**config.mk**
```make
export PLATFORM = sky130hd
export DESIGN_NAME = rvs_regs
export DESIGN_NICKNAME = d
export VERILOG_FILES = /design/src/rvs_pkg.sv /design/src/rvs_regs.sv
export SDC_FILE = /design/constraint.sdc
export NUM_CORES = 2
export LEC_CHECK = 0
export BUFFER_PORTS_ARGS = -buffer_cell sky130_fd_sc_hd__buf_4
export CORE_ASPECT_RATIO = 2
export CORE_MARGIN = 4
export CORE_UTILIZATION = 40
export DETAILED_ROUTE_END_ITERATION = 10
export GPL_TIMING_DRIVEN = 0
export RECOVER_POWER = 100
export SKIP_CTS_REPAIR_TIMING = 1
export SLEW_MARGIN = 20
export SYNTH_ARGS = -nofsm -noshare
export SYNTH_HDL_FRONTEND = slang
export SYNTH_SLANG_ARGS = --single-unit
```
**constraint.sdc**
```tcl
create_clock -name clk_i -period 3.7 [get_ports clk_i]
set_input_delay 0.37 -clock clk_i [delete_from_list [all_inputs] [get_ports clk_i]]
set_output_delay 0.37 -clock clk_i [all_outputs]
set_load 0.005 [all_outputs]
```
**src/rvs_pkg.sv**
```systemverilog
// constants for the receive view register bank and sync id filter
// assumes a 16-bit host register port with byte addresses
package rvs_pkg;
  // address and data widths of the host port
  localparam int ADDR_W = 9;
  localparam int DATA_W = 16;
  // filter and event registers
  localparam logic [8:0] OFS_SYNC_MASK = 9'h0EE;
  localparam logic [8:0] OFS_SYNC_VALUE = 9'h0F0;
  localparam logic [8:0] OFS_SYNC_REJECT = 9'h0F2;
  localparam logic [8:0] OFS_FILTER_CTRL = 9'h0F4;
  localparam logic [8:0] OFS_IRQ_STATUS = 9'h0F6;
  localparam logic [8:0] OFS_IRQ_MASK = 9'h0F8;
  // fifo view registers
  localparam logic [8:0] OFS_FIFO_FRAME_IDENT = 9'h100;
  localparam logic [8:0] OFS_FIFO_CYCLE_SIZE = 9'h102;
  localparam logic [8:0] OFS_FIFO_HDR_CSUM = 9'h104;
  localparam logic [8:0] OFS_FIFO_WORDS = 9'h106;
  localparam logic [8:0] OFS_FIFO_SLOT_STATUS = 9'h126;
  // receive view registers
  localparam logic [8:0] OFS_RX_CYCLE_SIZE = 9'h142;
  localparam logic [8:0] OFS_RX_HDR_CSUM = 9'h144;
  localparam logic [8:0] OFS_RX_WORDS = 9'h146;
  localparam logic [8:0] OFS_RX_SLOT_STATUS = 9'h166;
  // field widths
  localparam int IDENT_W = 11;
  localparam int FLAGS_W = 4;
  localparam int CYCLE_W = 6;
  localparam int SIZE_W = 7;
  localparam int CSUM_W = 11;
  localparam int SLOT_W = 9;
  localparam int WORD_COUNT = 16;
  // field positions
  localparam int CYCLE_LSB = 8;
  localparam int SIZE_LSB = 0;
  localparam int IDENT_LSB = 0;
  localparam int FLAGS_LSB = 11;
  localparam int FILTER_EN_BIT = 0;
  // interrupt event bits
  localparam int EV_RX_LOAD = 0;
  localparam int EV_FIFO_LOAD = 1;
  localparam int EV_SYNC_ACCEPT = 2;
  localparam int EV_SYNC_REJECT = 3;
  localparam int EV_WRITE_REFUSED = 4;
  localparam int EV_W = 5;
  // value of every register after reset
  localparam logic [15:0] REG_RESET = 16'h0000;
endpackage : rvs_pkg

```
**src/rvs_regs.sv**
```systemverilog
// receive and fifo view registers plus sync frame identifier filter
// assumes controller-side inputs are on clk_i; host port never waits
// assumes the controller raises each load or check strobe for one cycle
// assumes the host never raises its read and write strobes together
// assumes config_state_i comes from logic on clk_i, so it is not synchronised
// register map, byte offsets of 16-bit words
//   0x0EE acceptance mask, bits 10:0, written only in configuration
//   0x0F0 acceptance value, bits 10:0, written only in configuration
//   0x0F2 rejection identifier, bits 10:0, written at any time
//   0x0F4 filter control, bit 0 enables the sync identifier filter
//   0x0F6 event status, sticky, write one to clear
//   0x0F8 event mask, same layout as the status word
//   0x100 fifo frame identifier with four frame indicators above it
//   0x102 fifo cycle count and payload size
//   0x104 fifo header checksum
//   0x106 to 0x124 fifo payload words
//   0x126 fifo slot status
//   0x142 receive cycle count and payload size
//   0x144 receive header checksum
//   0x146 to 0x164 receive payload words
//   0x166 receive slot status
//
// view word layouts
//   frame identifier: 15 reserved, 14 preamble, 13 null frame, 12 sync,
//     11 startup, 10:0 identifier
//   cycle and size: 15:14 reserved, 13:8 cycle count, 7 reserved, 6:0 size
//   header checksum: 15:11 reserved, 10:0 checksum
//   payload word n: 15:8 byte 2n+1, 7:0 byte 2n
//   slot status: 15:9 reserved, 8 bus line, 7:1 status flags, 0 conflict
//
// event status bits
//   0 receive view loaded, 1 fifo view loaded
//   2 sync frame accepted, 3 sync frame refused by the enabled filter
//   4 host write to a configuration-only register refused
//
// hazards and limits
//   every register clears to zero at reset, views and filter alike
//   a read in the same cycle as a load returns the old contents
//   a filter register written in the cycle of a check is not yet used
//   reserved bits read as zero and ignore writes
//   the host port never stalls; reads always answer one cycle later
//   refused writes leave the register as it was
//   the rejection identifier takes effect on the next check
//
// Chosen here: the strobed register port.
`timescale 1ns/10ps
module rvs_regs
  import rvs_pkg::*;
#(
  parameter int NUM_WORDS = WORD_COUNT
) (
  // clock and reset
  input wire logic clk_i,
  input wire logic nrst_i,
  // host register port
  input wire logic [ADDR_W-1:0] reg_addr_i,
  input wire logic [DATA_W-1:0] reg_wdata_i,
  input wire logic reg_wr_i,
  input wire logic reg_rd_i,
  output logic [DATA_W-1:0] reg_rdata_o,
  // controller state
  input wire logic config_state_i,
  // receive view update from controller
  input wire logic rx_load_i,
  input wire logic [CYCLE_W-1:0] rx_cycle_i,
  input wire logic [SIZE_W-1:0] rx_size_i,
  input wire logic [CSUM_W-1:0] rx_csum_i,
  input wire logic [NUM_WORDS*DATA_W-1:0] rx_words_i,
  input wire logic [SLOT_W-1:0] rx_slot_i,
  // fifo view update from controller
  input wire logic fifo_load_i,
  input wire logic [FLAGS_W-1:0] fifo_flags_i,
  input wire logic [IDENT_W-1:0] fifo_ident_i,
  input wire logic [CYCLE_W-1:0] fifo_cycle_i,
  input wire logic [SIZE_W-1:0] fifo_size_i,
  input wire logic [CSUM_W-1:0] fifo_csum_i,
  input wire logic [NUM_WORDS*DATA_W-1:0] fifo_words_i,
  input wire logic [SLOT_W-1:0] fifo_slot_i,
  // sync frame check request and answer
  input wire logic sync_check_i,
  input wire logic [IDENT_W-1:0] sync_check_ident_i,
  output logic sync_check_done_o,
  output logic sync_check_accept_o,
  // interrupt
  output logic irq_o
);

  // the word windows are sized for exactly sixteen words
  if (NUM_WORDS != WORD_COUNT) begin : g_bad_words
    $error("rvs_regs: NUM_WORDS must equal WORD_COUNT");
  end

  // padding helper below assumes identifiers fill all but five bits
  if (IDENT_W + 5 != DATA_W || CSUM_W != IDENT_W) begin : g_bad_fields
    $error("rvs_regs: field widths do not fit the register word");
  end

  // whole state of the block
  typedef struct packed {
    // host port and sync check answers
    logic [DATA_W-1:0] rdata; // read answer
    logic irq; // interrupt level
    logic done; // check answered
    logic accept; // check result
    // filter registers
    logic [IDENT_W-1:0] acc_value; // acceptance value
    logic [IDENT_W-1:0] acc_mask; // acceptance mask
    logic [IDENT_W-1:0] reject_ident; // rejected identifier
    logic filter_en; // filter enable
    // event registers
    logic [EV_W-1:0] ev_status; // sticky events
    logic [EV_W-1:0] ev_mask; // event enables
    // fifo view contents
    logic [FLAGS_W-1:0] fifo_flags; // fifo frame indicators
    logic [IDENT_W-1:0] fifo_ident; // fifo frame identifier
    logic [CYCLE_W-1:0] fifo_cycle; // fifo cycle count
    logic [SIZE_W-1:0] fifo_size; // fifo payload size
    logic [CSUM_W-1:0] fifo_csum; // fifo header checksum
    logic [NUM_WORDS-1:0][DATA_W-1:0] fifo_words; // fifo payload
    logic [SLOT_W-1:0] fifo_slot; // fifo slot status
    // receive view contents
    logic [CYCLE_W-1:0] rx_cycle; // rx cycle count
    logic [SIZE_W-1:0] rx_size; // rx payload size
    logic [CSUM_W-1:0] rx_csum; // rx header checksum
    logic [NUM_WORDS-1:0][DATA_W-1:0] rx_words; // rx payload
    logic [SLOT_W-1:0] rx_slot; // rx slot status
  } rvs_state_s;

  rvs_state_s st_reg;
  rvs_state_s st_next;

  // hit test for a word window: {hit, index}
  // odd offsets and addresses below the base miss
  function automatic logic [4:0] word_hit(
    input logic [ADDR_W-1:0] addr,
    input logic [ADDR_W-1:0] base
  );
    logic [ADDR_W-1:0] diff;
    diff = addr - base;
    if (addr >= base && diff < ADDR_W'(2 * NUM_WORDS) && !diff[0]) begin
      word_hit = {1'b1, diff[4:1]};
    end else begin
      word_hit = 5'h00;
    end
  endfunction : word_hit

  // masked compare plus rejection identifier
  // both conditions are needed for acceptance
  function automatic logic ident_passes(
    input logic [IDENT_W-1:0] ident,
    input logic [IDENT_W-1:0] value,
    input logic [IDENT_W-1:0] mask,
    input logic [IDENT_W-1:0] reject
  );
    logic masked_ok;
    masked_ok = ~|((ident ^ value) & mask);
    ident_passes = masked_ok && (ident != reject);
  endfunction : ident_passes

  // pad a narrow field into a register word
  // used for identifiers and checksums, both eleven bits wide
  function automatic logic [DATA_W-1:0] fit(input logic [IDENT_W-1:0] v);
    fit = {5'h00, v};
  endfunction : fit

  // cycle count above payload size, reserved bits zero
  function automatic logic [DATA_W-1:0] cycle_size_word(
    input logic [CYCLE_W-1:0] cycle,
    input logic [SIZE_W-1:0] size
  );
    cycle_size_word = REG_RESET;
    cycle_size_word[CYCLE_LSB +: CYCLE_W] = cycle;
    cycle_size_word[SIZE_LSB +: SIZE_W] = size;
  endfunction : cycle_size_word

  // slot status in the low bits, reserved bits zero
  function automatic logic [DATA_W-1:0] slot_word(input logic [SLOT_W-1:0] slot);
    slot_word = REG_RESET;
    slot_word[SLOT_W-1:0] = slot;
  endfunction : slot_word

  // combinational next state
  always_comb begin
    logic [4:0] fifo_hit;
    logic [4:0] rx_hit;
    logic [EV_W-1:0] events;
    logic [EV_W-1:0] w1c;
    logic pass;
    fifo_hit = word_hit(reg_addr_i, OFS_FIFO_WORDS);
    rx_hit = word_hit(reg_addr_i, OFS_RX_WORDS);
    events = '0;
    w1c = '0;
    // filter verdict from registers as they stand this cycle
    pass = ident_passes(sync_check_ident_i, st_reg.acc_value,
                        st_reg.acc_mask, st_reg.reject_ident);
    // hold everything, then drop the one-cycle answers
    st_next = st_reg;
    st_next.rdata = REG_RESET;
    st_next.done = 1'b0;
    st_next.accept = 1'b0;

    // host writes; view registers simply ignore them
    if (reg_wr_i) begin
      unique case (reg_addr_i)
        // mask, configuration only like the acceptance value
        OFS_SYNC_MASK: begin
          if (config_state_i) begin
            st_next.acc_mask = reg_wdata_i[IDENT_W-1:0];
          end else begin
            // refused: flagged so software can see it
            events[EV_WRITE_REFUSED] = 1'b1;
          end
        end
        // acceptance value, configuration only
        OFS_SYNC_VALUE: begin
          if (config_state_i) begin
            st_next.acc_value = reg_wdata_i[IDENT_W-1:0];
          end else begin
            // refused: flagged so software can see it
            events[EV_WRITE_REFUSED] = 1'b1;
          end
        end
        // rejection identifier, any state
        OFS_SYNC_REJECT: begin
          st_next.reject_ident = reg_wdata_i[IDENT_W-1:0];
        end
        // filter control
        OFS_FILTER_CTRL: begin
          st_next.filter_en = reg_wdata_i[FILTER_EN_BIT];
        end
        // event status, write one to clear
        OFS_IRQ_STATUS: begin
          w1c = reg_wdata_i[EV_W-1:0];
        end
        // event mask
        OFS_IRQ_MASK: begin
          st_next.ev_mask = reg_wdata_i[EV_W-1:0];
        end
        default: begin
          // read-only views and unmapped addresses drop the write
          st_next.filter_en = st_reg.filter_en;
        end
      endcase
    end

    // host reads, answered in the next cycle without side effects
    if (reg_rd_i) begin
      // payload word windows first, one word per even offset
      if (fifo_hit[4]) begin
        st_next.rdata = st_reg.fifo_words[fifo_hit[3:0]];
      end else if (rx_hit[4]) begin
        st_next.rdata = st_reg.rx_words[rx_hit[3:0]];
      end else begin
        // single registers; reserved bits stay zero from the default above
        unique case (reg_addr_i)
          // filter registers
          OFS_SYNC_MASK: st_next.rdata = fit(st_reg.acc_mask);
          OFS_SYNC_VALUE: st_next.rdata = fit(st_reg.acc_value);
          OFS_SYNC_REJECT: st_next.rdata = fit(st_reg.reject_ident);
          OFS_FILTER_CTRL: begin
            st_next.rdata[FILTER_EN_BIT] = st_reg.filter_en;
          end
          // event status and mask
          OFS_IRQ_STATUS: st_next.rdata[EV_W-1:0] = st_reg.ev_status;
          OFS_IRQ_MASK: st_next.rdata[EV_W-1:0] = st_reg.ev_mask;
          // fifo view: indicators above the identifier, bit 15 reserved
          OFS_FIFO_FRAME_IDENT: begin
            st_next.rdata[FLAGS_LSB +: FLAGS_W] = st_reg.fifo_flags;
            st_next.rdata[IDENT_LSB +: IDENT_W] = st_reg.fifo_ident;
          end
          // fifo view: cycle count, size and checksum
          OFS_FIFO_CYCLE_SIZE: begin
            st_next.rdata = cycle_size_word(st_reg.fifo_cycle, st_reg.fifo_size);
          end
          OFS_FIFO_HDR_CSUM: begin
            st_next.rdata = fit(st_reg.fifo_csum);
          end
          // fifo view: slot status
          OFS_FIFO_SLOT_STATUS: begin
            st_next.rdata = slot_word(st_reg.fifo_slot);
          end
          // receive view: cycle count, size and checksum
          OFS_RX_CYCLE_SIZE: begin
            st_next.rdata = cycle_size_word(st_reg.rx_cycle, st_reg.rx_size);
          end
          OFS_RX_HDR_CSUM: begin
            st_next.rdata = fit(st_reg.rx_csum);
          end
          // receive view: slot status
          OFS_RX_SLOT_STATUS: begin
            st_next.rdata = slot_word(st_reg.rx_slot);
          end
          default: begin
            // unmapped: reads as zero
            st_next.rdata = REG_RESET;
          end
        endcase
      end
    end

    // controller updates the receive view as a whole
    if (rx_load_i) begin
      st_next.rx_cycle = rx_cycle_i;
      st_next.rx_size = rx_size_i;
      st_next.rx_csum = rx_csum_i;
      st_next.rx_words = rx_words_i;
      st_next.rx_slot = rx_slot_i;
      // status bit tells software a new frame is in view
      events[EV_RX_LOAD] = 1'b1;
    end

    // controller updates the fifo view as a whole
    if (fifo_load_i) begin
      st_next.fifo_flags = fifo_flags_i;
      st_next.fifo_ident = fifo_ident_i;
      st_next.fifo_cycle = fifo_cycle_i;
      st_next.fifo_size = fifo_size_i;
      st_next.fifo_csum = fifo_csum_i;
      st_next.fifo_words = fifo_words_i;
      st_next.fifo_slot = fifo_slot_i;
      // status bit tells software a new fifo entry is in view
      events[EV_FIFO_LOAD] = 1'b1;
    end

    // sync frame check: filter off lets every valid sync frame through
    if (sync_check_i) begin
      // refusals are only counted while the filter is enabled
      st_next.done = 1'b1;
      st_next.accept = !st_reg.filter_en || pass;
      events[EV_SYNC_ACCEPT] = !st_reg.filter_en || pass;
      events[EV_SYNC_REJECT] = st_reg.filter_en && !pass;
    end

    // sticky events: a new event beats a clear in the same cycle
    st_next.ev_status = (st_reg.ev_status & ~w1c) | events;
    // interrupt follows the next status so it rises with the event
    st_next.irq = |(st_next.ev_status & st_next.ev_mask);
  end

  // state register, synchronous active-low reset
  always_ff @(posedge clk_i) begin
    if (!nrst_i) begin
      // every field clears, so views read zero until loaded
      st_reg <= '0;
    end else begin
      st_reg <= st_next;
    end
  end

  // outputs straight from the state flip-flops
  // no logic between the state and the pins
  assign reg_rdata_o = st_reg.rdata;
  assign sync_check_done_o = st_reg.done;
  assign sync_check_accept_o = st_reg.accept;
  assign irq_o = st_reg.irq;

endmodule : rvs_regs

```
==> results.tsv <==
stage	metric	value	unit
final_layout	syn_to_final_growth	34.9	%
route	vias	28750	
sta	setup_viol	3	
sta	hold_viol	256	
logic_synthesis	syn-num-nets	3769	
route	wire_per_inst	30.2	um
sta	fin_crit_sh	104	%
placed_design	gp_congestion	0.989	
placed_design	dp_hpwl	124000	um
logic_synthesis	ys_ff_latch	656	
job	drv_cap	0	
global_routing	grtUsageTotal	36.2	%
route	drtIter0Drc	2383	
final_layout	final_common_cell	dfxtp_1	
setup_path	crit_type	input pin to flop	
logic_synthesis	synth_fa_ha_area_share	0.0412	%
setup_path	worstPathRequired	4220	ps
pwr	ir_drop	0.000371	V
floorplanning	core	75200	um2
logic_synthesis	synth_top_family_by_area	multiplexers	
sta	layout_min_cycle_time	3850	ps
logic_synthesis	ys.flop_type	dfxtp_1	
route	postRouteWirelength	155000	um
cts	clockRootBuffer	clkbuf_16	
sta	max_clock_freq	260	MHz
cts	cts_tree	built	
global_routing	grt_pass1_vias	27822	
route	antenna_left	0	
cts	clock_path_buffers	3	
outcome	status	complete, but fails checks	
placed_design	place_ws	-1290	ps
cts	clock_sinks	656	
cts	htree_num_levels	2	
logic_synthesis	synth_edf_count	0	
route	via_per_inst	5.59	
final_layout	largest_reg_flops	637	
final_layout	fillers	7047	
floorplanning	num_rows	142	
sta	holdWs	-54.5	ps
logic_synthesis	yosysWarnings	0	
pwr	power_density	425	nW/um2
cts	cts_buffers	61	
logic_synthesis	synth_simple_gate_area_share	20.4	%
setup_path	critPathCaptureType	flop	
sta	tightest_slew	1250	ps
final_layout	final_nets	4696	
logic_synthesis	synth-async-reset-ratio	0	%
global_routing	grt_overflow_total	0	
logic_synthesis	synthCells	3131	
pwr	power_leakage	0.0173	uW
setup_path	arrival	4380	ps
logic_synthesis	synth_xor_area_share	0.833	%
floorplanning	io_pins	656	
floorplanning	dieArea	80600	um2
logic_synthesis	synthTopCellsByArea	dfxtp_1 (43%), mux2i_1 (21%), nor2b_1 (13%)	
logic_synthesis	yosysSeqAreaShare	43.3	%
logic_synthesis	ys_types	83	
outcome	failed_checks	hold timing, setup timing	
logic_synthesis	synth_top_area_share	43.3	%
global_routing	grt_max_degree	17	
logic_synthesis	synth_compound_gate_area_share	9.55	%
setup_path	cp_max_fo	10	
sta	clock-skew-final	26.9	ps
global_routing	grt_pass1_wl	209000	um
final_layout	layout_common_cells	dfxtp_1 (656), buf_4 (652), mux2i_1 (641)	
floorplanning	start_util	40.4	%
pwr	power	17400	uW
sta	fin_ws	-151	ps
route	drc	0	
cts	clk_pin_slew_worst_paths	70	ps
global_routing	antenna_found_initial	25	
sta	relSlewSlack	16.5	%
cts	clk_latency	680	ps
sta	drv_slew	0	
logic_synthesis	synth_top_area_cell	dfxtp_1	
setup_path	cp-start-kind	input pin	
placed_design	portBuffers	647	
hold_path	hold_class	input pin to flop	
logic_synthesis	syn_area	30400	um2
floorplanning	die_w	203	um
final_layout	drive_above_1_share	21.1	%
logic_synthesis	syn_avg_cell_area	9.69	um2
route	dr.pass1.iters	6	
logic_synthesis	synth.area.mux_share	22.3	%
floorplanning	die_h	398	um
==> metrics by stage <==
step	utilization, %	instance area [um2]	hold slack [ps]	std cells	setup TNS [ps]
3_3_place_gp	48.5	36500	470	4786	-18450
2_1_floorplan	-	30400	456	3131	0
4_1_cts	51.6	38800	-81.6	4905	-2940
3_5_place_dp	48.6	36500	480	4789	-13420
5_1_grt	54.5	40900	-1.42	5129	-9.26
6_report	54.5	41000	-54.5	5139	-242
==> cells by family after synthesis <==
| kind of cell | Yosys count |
|---|---|
| mux | 664 |
| fa+ha+maj | 1 |
| buf+inv | 258 |
| simple gates | 1122 |
| flops | 656 |
| compound gates | 402 |
| xor+xnor | 28 |
==> synthesized netlist by cell type (8+ instances only) <==
cell,n
nor3_1,21
xor2_1,13
a211oi_1,13
a22o_1,9
and3_1,11
and2_1,8
o221ai_1,51
a31oi_1,56
nor2_1,41
nand3_1,87
nand2_1,279
o21ai_0,31
buf_1,51
mux2i_1,642
a221oi_1,15
a21oi_1,55
nor2b_1,607
buf_2,35
nand4_1,13
o2111ai_1,10
o211ai_1,12
dfxtp_1,656
nor4_1,8
mux4_2,9
a21boi_0,34
clkbuf_1,145
xnor2_1,14
nand2b_1,10
mux2_2,12
a22oi_1,25
o21ai_1,9
buf_4,24
o22ai_1,31
==> metal layers <==
| layer | track usage [%] | vias up | wire length [um] |
|---|---|---|---|
| met5 | 0 | - | 96 |
| met4 | 24.2 | 12 | 12900 |
| met3 | 9.50 | 459 | 13000 |
| met2 | 62.0 | 1640 | 74500 |
| met1 | 39.0 | 13782 | 54600 |
| li1 | - | 12857 | - |
==> final timing paths <==
kind,slack (ps),end,cells after the start,start
max,-150,reg_rdata_o[14],11,reg_addr_i[1]
min,-50,st_reg[66],3,rx_words_i[57]
max reg2reg,1130,irq_o,8,st_reg[628]
min reg2reg,490,st_reg[619],2,st_reg[619]
==> cell type report <==
class | instances | area [um2] | share of cell area [%]
Timing Repair Buffer | 865 | 6980 | 17.0
Tap cell | 1008 | 1260 | 3.08
Multi-Input combinational cell | 2217 | 16200 | 39.6
Clock inverter | 34 | 482 | 1.18
Inverter | 3 | 18.8 | 0.0458
Sequential cell | 656 | 13100 | 32.1
Buffer | 254 | 1090 | 2.65
Antenna cell | 20 | 50.0 | 0.122
Clock buffer | 82 | 1740 | 4.24
==> critical path: stages <==
cell,delay (ps)
clkbuf_4,110
buf_2,180
a2111oi_4,660
mux2_2,460
nor2_1,420
clkbuf_2,470
clkbuf_2,460
nand2_1,140
a31oi_2,460
o2111ai_1,160
a41oi_1,470
==> power by group <==
group          internal, uW  switching [uW]
Clock                  4020            3110
Sequential             7450             266
Combinational          1260            1300
No activity file was read; power rests on OpenSTA's default activity.
